<file path="src/common/rcd_pkg.sv">
/*
  Shared constants, types and helpers of the read-descriptor decoder.
  Assumes the descriptor travels as 12 bytes with byte 0 in the top bits.
*/
package rcd_pkg;
  localparam int CDB_BYTES = 12;
  localparam int CDB_W     = CDB_BYTES * 8;
  typedef logic [CDB_W-1:0] rcd_cdb_t;

  // Opcodes, byte positions and field layout of byte 1.
  localparam logic [7:0] OP_RD10   = 8'h28;
  localparam logic [7:0] OP_RD12   = 8'hA8;
  localparam int B_OP      = 0;
  localparam int B_CTL     = 1;
  localparam int B_LBA     = 2;
  localparam int B_LEN10   = 7;
  localparam int B_LEN12   = 6;
  localparam int N_LBA     = 4;
  localparam int N_LEN10   = 2;
  localparam int N_LEN12   = 4;
  localparam int F_RDP     = 5;
  localparam int F_DPO     = 4;
  localparam int F_FUA     = 3;
  localparam int F_FUANV   = 1;

  // Protection codes.
  localparam logic [2:0] RDP_NONE  = 3'h0;
  localparam logic [2:0] RDP_ALL   = 3'h1;
  localparam logic [2:0] RDP_REF   = 3'h2;
  localparam logic [2:0] RDP_PASS  = 3'h3;
  localparam logic [2:0] RDP_GRD   = 3'h4;

  // Status bytes, sense keys, additional sense codes and the lowest retention priority.
  localparam logic [7:0] ST_GOOD   = 8'h00;
  localparam logic [7:0] ST_CHECK  = 8'h02;
  localparam logic [3:0] SK_NONE   = 4'h0;
  localparam logic [3:0] SK_ILLEG  = 4'h5;
  localparam logic [3:0] SK_ABORT  = 4'hB;
  localparam logic [7:0] ASC_NONE  = 8'h00;
  localparam logic [7:0] ASC_OPC   = 8'h20;
  localparam logic [7:0] ASC_FIELD = 8'h24;
  localparam logic [7:0] ASC_PI    = 8'h10;
  localparam logic [7:0] ASCQ_GRD  = 8'h01;
  localparam logic [7:0] ASCQ_REF  = 8'h03;
  localparam logic [3:0] PRIO_LOW  = 4'hF;

  // Controller register map, byte offsets, and the two access response codes.
  localparam logic [7:0] A_CDB0    = 8'h00;
  localparam logic [7:0] A_CDB1    = 8'h04;
  localparam logic [7:0] A_CDB2    = 8'h08;
  localparam logic [7:0] A_CTRL    = 8'h0C;
  localparam logic [7:0] A_STAT    = 8'h10;
  localparam logic [7:0] A_SENSE   = 8'h14;
  localparam logic [7:0] A_ISTAT   = 8'h18;
  localparam logic [7:0] A_IMASK   = 8'h1C;
  localparam logic [1:0] RESP_OK   = 2'h0;
  localparam logic [1:0] RESP_ERR  = 2'h2;

  // One descriptor byte, byte 0 being the most significant.
  function automatic logic [7:0] cdb_byte(rcd_cdb_t c, int k);
    cdb_byte = c[CDB_W-1-8*k -: 8];
  endfunction

  // Big-endian field of up to four bytes, zero extended.
  function automatic logic [31:0] be_field(rcd_cdb_t c, int first, int n);
    logic [31:0] r;
    r = 32'h0;
    for (int i = 0; i < 4; i++) begin
      if (i < n) r = {r[23:0], cdb_byte(c, first + i)};
    end
    be_field = r;
  endfunction
endpackage

</file>
<file path="src/common/rcd_if.sv">
/*
  Link between the command issuer and the descriptor decoder.
  Assumes both ends run on the same clock and use valid/ready handshakes.
*/
`timescale 1ns/1ps
`default_nettype none
interface rcd_if;
  import rcd_pkg::*;
  logic       cmd_valid;
  logic       cmd_ready;
  rcd_cdb_t   cdb;
  logic       sts_valid;
  logic       sts_ready;
  logic [7:0] sts_code;
  logic [3:0] sense_key;
  logic [7:0] asc;
  logic [7:0] ascq;

  modport dev  (input cmd_valid, cdb, sts_ready,
                output cmd_ready, sts_valid, sts_code, sense_key, asc, ascq);
  modport host (output cmd_valid, cdb, sts_ready,
                input cmd_ready, sts_valid, sts_code, sense_key, asc, ascq);
endinterface
`default_nettype wire

</file>
<file path="src/core/rcd_dev.sv">
/*
  Device end: decodes and validates ten- and twelve-byte read descriptors,
  drives seek, read-ahead and transfer requests, and returns status.
  Assumes media, cache and protection datapaths outside answer with
  one-cycle done pulses and report protection failures with them.
*/
// Added by the designer: register access over AXI4-Lite and the register offsets.
// Summary of operation
// RL1: Opcode 28h; address bytes 2-5, count 7-8.
// RL2: Byte 1: protect code, DPO, FUA, FUA_NV.
// RL3: FUA_NV accepted either way, no effect.
// RL4: Zero count still seeks, no data, no error.
// RL5: Read-ahead starts after seek if enabled.
// RL6: DPO set gives lowest cache retention priority.
// RL7: DPO clear uses configured retention priority.
// RL8: Issuer should set DPO for unreused blocks.
// RL9: FUA set forces reading from the medium.
// RL10: FUA clear allows cache or medium.
// RL11: Unprotected medium with nonzero code: invalid field.
// RL12: Code 000b: no protection check or send.
// RL13: Codes 001b-100b send protection; per-code checks.
// RL14: Application tag is never checked here.
// RL15: Codes 101b-111b rejected as invalid field.
// RL16: Failed check aborts, sense names failed field.
// RL17: Zero count valid descriptor returns Good directly.
// RL18: Opcode A8h; address bytes 2-5, count 6-9.
// RL19: Multi-byte fields are most significant byte first.
`timescale 1ns/1ps
`default_nettype none
module rcd_dev
  import rcd_pkg::*;
#(
  parameter int PRIO_W = 4
) (
  input  wire logic              core_clk,
  input  wire logic              sys_rst,
  rcd_if.dev                     link,
  input  wire logic              pi_formatted,
  input  wire logic              read_ahead_en,
  input  wire logic [PRIO_W-1:0] retain_prio,
  output logic                   seek_req,
  output logic [31:0]            seek_lba,
  input  wire logic              seek_done,
  output logic                   ra_start,
  output logic                   xfer_req,
  output logic [31:0]            xfer_cnt,
  output logic                   media_only,
  output logic [PRIO_W-1:0]      cache_prio,
  output logic                   pi_send,
  output logic                   chk_guard,
  output logic                   chk_ref,
  output logic                   chk_app,
  input  wire logic              xfer_done,
  input  wire logic              guard_fail,
  input  wire logic              ref_fail
);
  import rcd_pkg::*;

  typedef enum logic [1:0] {
    D_IDLE = 2'b00,
    D_SEEK = 2'b01,
    D_XFER = 2'b10,
    D_STAT = 2'b11
  } rcd_dst_t;

  typedef struct packed {
    rcd_dst_t          st;
    logic [31:0]       lba;
    logic [31:0]       cnt;
    logic              media;
    logic [PRIO_W-1:0] prio;
    logic              send;
    logic              cg;
    logic              cr;
    logic              seek;
    logic              ra;
    logic              xfer;
    logic [7:0]        code;
    logic [3:0]        key;
    logic [7:0]        asc;
    logic [7:0]        ascq;
  } rcd_dreg_t;

  rcd_dreg_t  s_r;
  rcd_dreg_t  s_nxt;
  logic [7:0] op;
  logic [7:0] ctl;
  logic [2:0] rdp;
  logic       is10;
  logic       is12;
  logic       fuanv_unused;

  // Field extraction from the offered descriptor.
  assign op   = cdb_byte(link.cdb, B_OP);
  assign ctl  = cdb_byte(link.cdb, B_CTL);
  assign is10 = (op == OP_RD10); // [RL1]
  assign is12 = (op == OP_RD12); // [RL18]
  // Byte 1 from the top: code, DPO, FUA, reserved, FUA_NV, obsolete. [RL2]
  assign rdp  = ctl[F_RDP+2:F_RDP];
  // No non-volatile cache, so FUA_NV is taken and never looked at. [RL3]
  assign fuanv_unused = ctl[F_FUANV];

  // Outputs come straight from the state record, except chk_app, which is tied low.
  assign link.cmd_ready = (s_r.st == D_IDLE);
  assign link.sts_valid = (s_r.st == D_STAT);
  assign link.sts_code  = s_r.code;
  assign link.sense_key = s_r.key;
  assign link.asc       = s_r.asc;
  assign link.ascq      = s_r.ascq;
  assign seek_req   = s_r.seek;
  assign seek_lba   = s_r.lba;
  assign ra_start   = s_r.ra;
  assign xfer_req   = s_r.xfer;
  assign xfer_cnt   = s_r.cnt;
  assign media_only = s_r.media;
  assign cache_prio = s_r.prio;
  assign pi_send    = s_r.send;
  assign chk_guard  = s_r.cg;
  assign chk_ref    = s_r.cr;
  // The application tag needs the long form's mask and expected value,
  // which these descriptors lack, so it is never checked. [RL14]
  assign chk_app    = 1'b0;

  // Command sequencing: decode, seek, optional transfer, status.
  always_comb begin
    s_nxt      = s_r;
    s_nxt.seek = 1'b0;
    s_nxt.ra   = 1'b0;
    s_nxt.xfer = 1'b0;
    unique case (s_r.st)
      D_IDLE: begin
        if (link.cmd_valid) begin
          s_nxt.code = ST_CHECK;
          s_nxt.key  = SK_ILLEG;
          s_nxt.ascq = ASC_NONE;
          s_nxt.st   = D_STAT;
          if (!is10 && !is12) begin
            s_nxt.asc = ASC_OPC;
          end else if (rdp > RDP_GRD) begin
            s_nxt.asc = ASC_FIELD; // [RL15]
          end else if (!pi_formatted && rdp != RDP_NONE) begin
            s_nxt.asc = ASC_FIELD; // [RL11]
          end else begin
            s_nxt.st   = D_SEEK;
            s_nxt.seek = 1'b1;
            // Address and count are assembled top byte first. [RL19]
            s_nxt.lba  = be_field(link.cdb, B_LBA, N_LBA); // [RL1] [RL18]
            s_nxt.cnt  = is10 ? be_field(link.cdb, B_LEN10, N_LEN10) // [RL1]
                              : be_field(link.cdb, B_LEN12, N_LEN12); // [RL18]
            // FUA set bypasses the cache; clear lets either serve. [RL9] [RL10]
            s_nxt.media = ctl[F_FUA];
            // DPO beats the configured retention priority. [RL6] [RL7]
            s_nxt.prio  = ctl[F_DPO] ? PRIO_LOW[PRIO_W-1:0] : retain_prio;
            // Code zero neither sends nor checks protection. [RL12]
            s_nxt.send  = (rdp != RDP_NONE); // [RL13]
            s_nxt.cg    = (rdp == RDP_ALL) || (rdp == RDP_GRD); // [RL13]
            s_nxt.cr    = (rdp == RDP_ALL) || (rdp == RDP_REF); // [RL13]
          end
        end
      end
      D_SEEK: begin
        if (seek_done) begin
          s_nxt.ra = read_ahead_en; // [RL5]
          if (s_r.cnt == 32'h0) begin
            // Zero count: seek done, no data phase, Good at once. [RL4]
            s_nxt.st   = D_STAT; // [RL17]
            s_nxt.code = ST_GOOD;
            s_nxt.key  = SK_NONE;
            s_nxt.asc  = ASC_NONE;
            s_nxt.ascq = ASC_NONE;
          end else begin
            s_nxt.st   = D_XFER;
            s_nxt.xfer = 1'b1;
          end
        end
      end
      D_XFER: begin
        if (xfer_done) begin
          s_nxt.st = D_STAT;
          // Only enabled checks count; guard is reported first. [RL16]
          if (guard_fail && s_r.cg) begin
            s_nxt.code = ST_CHECK;
            s_nxt.key  = SK_ABORT;
            s_nxt.asc  = ASC_PI;
            s_nxt.ascq = ASCQ_GRD;
          end else if (ref_fail && s_r.cr) begin
            s_nxt.code = ST_CHECK; // [RL16]
            s_nxt.key  = SK_ABORT;
            s_nxt.asc  = ASC_PI;
            s_nxt.ascq = ASCQ_REF;
          end else begin
            s_nxt.code = ST_GOOD;
            s_nxt.key  = SK_NONE;
            s_nxt.asc  = ASC_NONE;
            s_nxt.ascq = ASC_NONE;
          end
        end
      end
      D_STAT: if (link.sts_ready) s_nxt.st = D_IDLE;
    endcase
  end

  // Single register stage; a rejected command never touches the media.
  always_ff @(posedge core_clk) begin
    if (sys_rst) s_r <= '0;
    else         s_r <= s_nxt;
  end
endmodule
`default_nettype wire

</file>
<file path="src/flat_wrapper.sv">
// flat-port wrapper written by rule: the top's interface ports become plain ports
module rcd_dev_flat import rcd_pkg::*;
#(
  parameter int PRIO_W = 4
)
  (core_clk, sys_rst, pi_formatted, read_ahead_en, retain_prio, seek_req, seek_lba, seek_done, ra_start, xfer_req, xfer_cnt, media_only, cache_prio, pi_send, chk_guard, chk_ref, chk_app, xfer_done, guard_fail, ref_fail, link_cmd_valid, link_cdb, link_sts_ready, link_cmd_ready, link_sts_valid, link_sts_code, link_sense_key, link_asc, link_ascq);
  rcd_if link_i ();
  input  wire logic core_clk;
  input  wire logic sys_rst;
  input  wire logic pi_formatted;
  input  wire logic read_ahead_en;
  input  wire logic [PRIO_W-1:0] retain_prio;
  output logic seek_req;
  output logic [31:0] seek_lba;
  input  wire logic seek_done;
  output logic ra_start;
  output logic xfer_req;
  output logic [31:0] xfer_cnt;
  output logic media_only;
  output logic [PRIO_W-1:0] cache_prio;
  output logic pi_send;
  output logic chk_guard;
  output logic chk_ref;
  output logic chk_app;
  input  wire logic xfer_done;
  input  wire logic guard_fail;
  input  wire logic ref_fail;
  input wire logic [$bits(link_i.cmd_valid)-1:0] link_cmd_valid;
  input wire logic [$bits(link_i.cdb)-1:0] link_cdb;
  input wire logic [$bits(link_i.sts_ready)-1:0] link_sts_ready;
  output wire logic [$bits(link_i.cmd_ready)-1:0] link_cmd_ready;
  output wire logic [$bits(link_i.sts_valid)-1:0] link_sts_valid;
  output wire logic [$bits(link_i.sts_code)-1:0] link_sts_code;
  output wire logic [$bits(link_i.sense_key)-1:0] link_sense_key;
  output wire logic [$bits(link_i.asc)-1:0] link_asc;
  output wire logic [$bits(link_i.ascq)-1:0] link_ascq;
  assign link_i.cmd_valid = link_cmd_valid;
  assign link_i.cdb = link_cdb;
  assign link_i.sts_ready = link_sts_ready;
  assign link_cmd_ready = link_i.cmd_ready;
  assign link_sts_valid = link_i.sts_valid;
  assign link_sts_code = link_i.sts_code;
  assign link_sense_key = link_i.sense_key;
  assign link_asc = link_i.asc;
  assign link_ascq = link_i.ascq;
  rcd_dev #(.PRIO_W(PRIO_W)) u_core (.core_clk(core_clk), .sys_rst(sys_rst), .link(link_i), .pi_formatted(pi_formatted), .read_ahead_en(read_ahead_en), .retain_prio(retain_prio), .seek_req(seek_req), .seek_lba(seek_lba), .seek_done(seek_done), .ra_start(ra_start), .xfer_req(xfer_req), .xfer_cnt(xfer_cnt), .media_only(media_only), .cache_prio(cache_prio), .pi_send(pi_send), .chk_guard(chk_guard), .chk_ref(chk_ref), .chk_app(chk_app), .xfer_done(xfer_done), .guard_fail(guard_fail), .ref_fail(ref_fail));
endmodule
</file>
<file path="config.mk">
export PLATFORM = sky130hd
export DESIGN_NAME = rcd_dev_flat
export DESIGN_NICKNAME = d
export VERILOG_FILES = /design/src/common/rcd_pkg.sv /design/src/common/rcd_if.sv /design/src/core/rcd_dev.sv /design/src/flat_wrapper.sv
export SDC_FILE = /design/constraint.sdc
export NUM_CORES = 1
export LEC_CHECK = 0
export BUFFER_PORTS_ARGS = -buffer_cell sky130_fd_sc_hd__buf_4
export CAP_MARGIN = 20
export CELL_PAD_IN_SITES_DETAIL_PLACEMENT = 1
export CELL_PAD_IN_SITES_GLOBAL_PLACEMENT = 2
export CORE_MARGIN = 8
export CORE_UTILIZATION = 26
export DETAILED_ROUTE_END_ITERATION = 16
export PLACE_DENSITY_LB_ADDON = 0.1
export SKIP_CTS_REPAIR_TIMING = 1
export SLEW_MARGIN = 20
export SYNTH_ARGS = -nofsm -noshare
export SYNTH_HDL_FRONTEND = slang
export SYNTH_SLANG_ARGS = --single-unit
</file>
<file path="constraint.sdc">
create_clock -name core_clk -period 4.2 [get_ports core_clk]
set_clock_uncertainty 0.2 [all_clocks]
set_input_delay 0.42 -clock core_clk [delete_from_list [all_inputs] [get_ports core_clk]]
set_output_delay 0.42 -clock core_clk [all_outputs]
set_load 0.1 [all_outputs]
</file>
==> results.md <==
- YS warnings: 0
- Die Y: 142 um
- Crit-path max FO: 5
- Post-Syn Area: 4120 um2
- CTS tree: yes
- Initial core utilization: 26.2%
- Ys flop type: dfxtp_1
- Root Buffer: clkbuf_16
- GRT overflow: 0
- DRC viols: 0
- Clock buffer count from CTS: 9
- CP Capture Type: register
- GPL Wtd Cong: 0.757
- RSZ-0062 raised after global routing: false
- Layout cells sized above 1: 32.7%
- Compound-Gate Fraction of Synth Area: 12.1%
- Max VDD drop: 177 uV
- First-pass GRT wire length: 21200 um
- Startpoint types: register
- Number of global-route vias before repair: 3882
- Syn avg cell area: 7.87 um2
- Max clock buf depth: 2
- Fin. Hold Viols: 0
- Final HPWL DP: 10200 um
- Mux share of post-synthesis cell area: 0.729%
- DR vias/cell: 4.37
- Die Width: 142 um
- #FFs+latches synth: 84
- Commonest cells after routing, fill and taps aside: buf_4, nand2_1, dfxtp_1
- GRT Total Usage: 13.5%
- Main combinational cell family by area after synthesis: simple AND/OR/NAND/NOR gates
- Layout Cell Area excl Fill: 5310 um2
- DRT antenna net count: 0
- Antenna cells: 0
- WHS: 121 ps
- Total Wirelength: 13800 um
- Routed length per placed instance: 16.6 um
- Pin count of the biggest net entering global routing: 87
- Post-Route Utilization: 33.8%
- Fin cells: 831
- Placed Area: 4980 um2
- Initial antenna violation count: 0
- Iter 0 DRT Violations: 170
- Endpoints failing setup: 0
- Status: finished clean
- WP data required: 4230 ps
- Layout area overhead: 28.8%
- Sequential area share after synthesis: 40.8%
- Final Cycle Share: 60.8%
- Cells after Synth: 524
- Post-synthesis adder-cell area fraction: 1.76%
- Post-synth EDFFs: 0
- Slew @ Worst Pin: 973 ps
- Fin. max-slew vios: 0
- Min Tclk post-route: 2550 ps
- Total power divided by cell area: 430 nW/um2
- Vias: 3635
- H-tree depth: 3
- CP Data Arrival Time: 2580 ps
- Worst skew pair latency: 340 ps
- Core area: 15700 um2
- Pre-CTS setup slack: 1510 ps
- Unique masters post-synth: 39
- Max Cap Viol: 0
- Pre-Repair DR Iteration Count: 4
- Simple-Gate Fraction of Synth Area: 22.7%
- Leakage: 2.23 nW
- Setup_tns: 0 ps
- Async SR Flop Fraction: 0%
- Most common cell after layout, fill and taps aside: buf_4
- Nets: 725
- Num ports: 216
- FMAX: 0.391 GHz
- Rows: 46
- Slack of the critical path: 1650 ps
- Port Buffer Count: 177
- Clock sinks: 84
- Total Power: 2.28 mW
- Xor/xnor share of the synthesized area: 0.425%
- Die area: 20100 um2
- Hold Path Class: in2reg
- # placed instances: 815
- Crit Path Class: reg2reg
- Clock Pin Slew Worst Setup and Hold Paths: 70 ps
- Rel. slew slack: 34.3%
registers in the layout, indices dropped and copies added (netlist names), 2 cells and up:
| name | cells |
|---|---|
| u_core.cache_prio | 4 |
| u_core.seek_lba | 32 |
| u_core.xfer_cnt | 32 |
| u_core.s_r | 2 |
| u_core.link.sense_key | 3 |
| u_core.link.asc | 3 |
cell families (layout without fill, tap and decap cells):
group                    after synthesis  in the layout
AND/OR/NAND/NOR                      214            214
buffers and inverters                132            205
flip-flops                            84             84
AO/OA/AOI/OAI                         82             82
adder cells (fa/ha/maj)                6              6
multiplexers                           3              3
XOR/XNOR                               2              2
other                                  1             19
worst max-delay path, stage by stage (launching register included):
cell,delay [ps]
dfxtp_1,330
nor4_1,360
nand2_1,200
o41ai_1,930
nand2_1,240
mux2i_1,180
cell usage after synthesis, types with 2 or more instances:
master | instances | area (um2)
a21oi_1 | 56 | 280
a311oi_1 | 18 | 158
buf_2 | 12 | 60.1
buf_4 | 98 | 736
clkbuf_1 | 15 | 56.3
dfxtp_1 | 84 | 1680
ha_1 | 5 | 62.6
inv_1 | 5 | 18.8
mux2i_1 | 3 | 30.0
nand2_1 | 128 | 480
nand2b_1 | 4 | 25.0
nand3_1 | 19 | 95.1
nor2_1 | 25 | 93.8
nor2b_1 | 4 | 25.0
nor3_1 | 12 | 60.1
nor4_1 | 11 | 68.8
o21ai_0 | 2 | 10.0
or4_1 | 2 | 15.0
path summary, 6_finish.rpt:
path / slack (ps) / depth (start not counted) / endpoint / from
setup / recovery: 1650 / 5 / u_core.link.asc[2] / u_core.xfer_cnt[21]
setup reg to reg: 1650 / 5 / u_core.link.asc[2] / u_core.xfer_cnt[21]
hold / removal: 120 / 3 / u_core.seek_lba[25] / link_cdb[73]
hold reg to reg: 250 / 2 / u_core.seek_lba[9] / u_core.seek_lba[9]
report_power, final:
part	switching [mW]	internal, mW
logic	0.414	0.160
clock network	0.336	0.540
registers	0.0160	0.818
area by class of cell:
class	instances	area (um2)
Fill cell	1932	10400
Sequential cell	84	1680
Multi-Input combinational cell	326	1630
Timing Repair Buffer	184	1380
Clock inverter	5	85.1
Clock buffer	11	243
Inverter	5	18.8
Tap cell	216	270
per-layer routing:
| layer | part of all wire (%) | GRT usage [%] |
|---|---|---|
| met2 | 48 | 22.2 |
| met4 | 1.0 | 4.07 |
| met5 | 0 | 0 |
| met1 | 43 | 15.6 |
| met3 | 8.6 | 5.75 |
No activity file was read; power rests on OpenSTA's default activity.
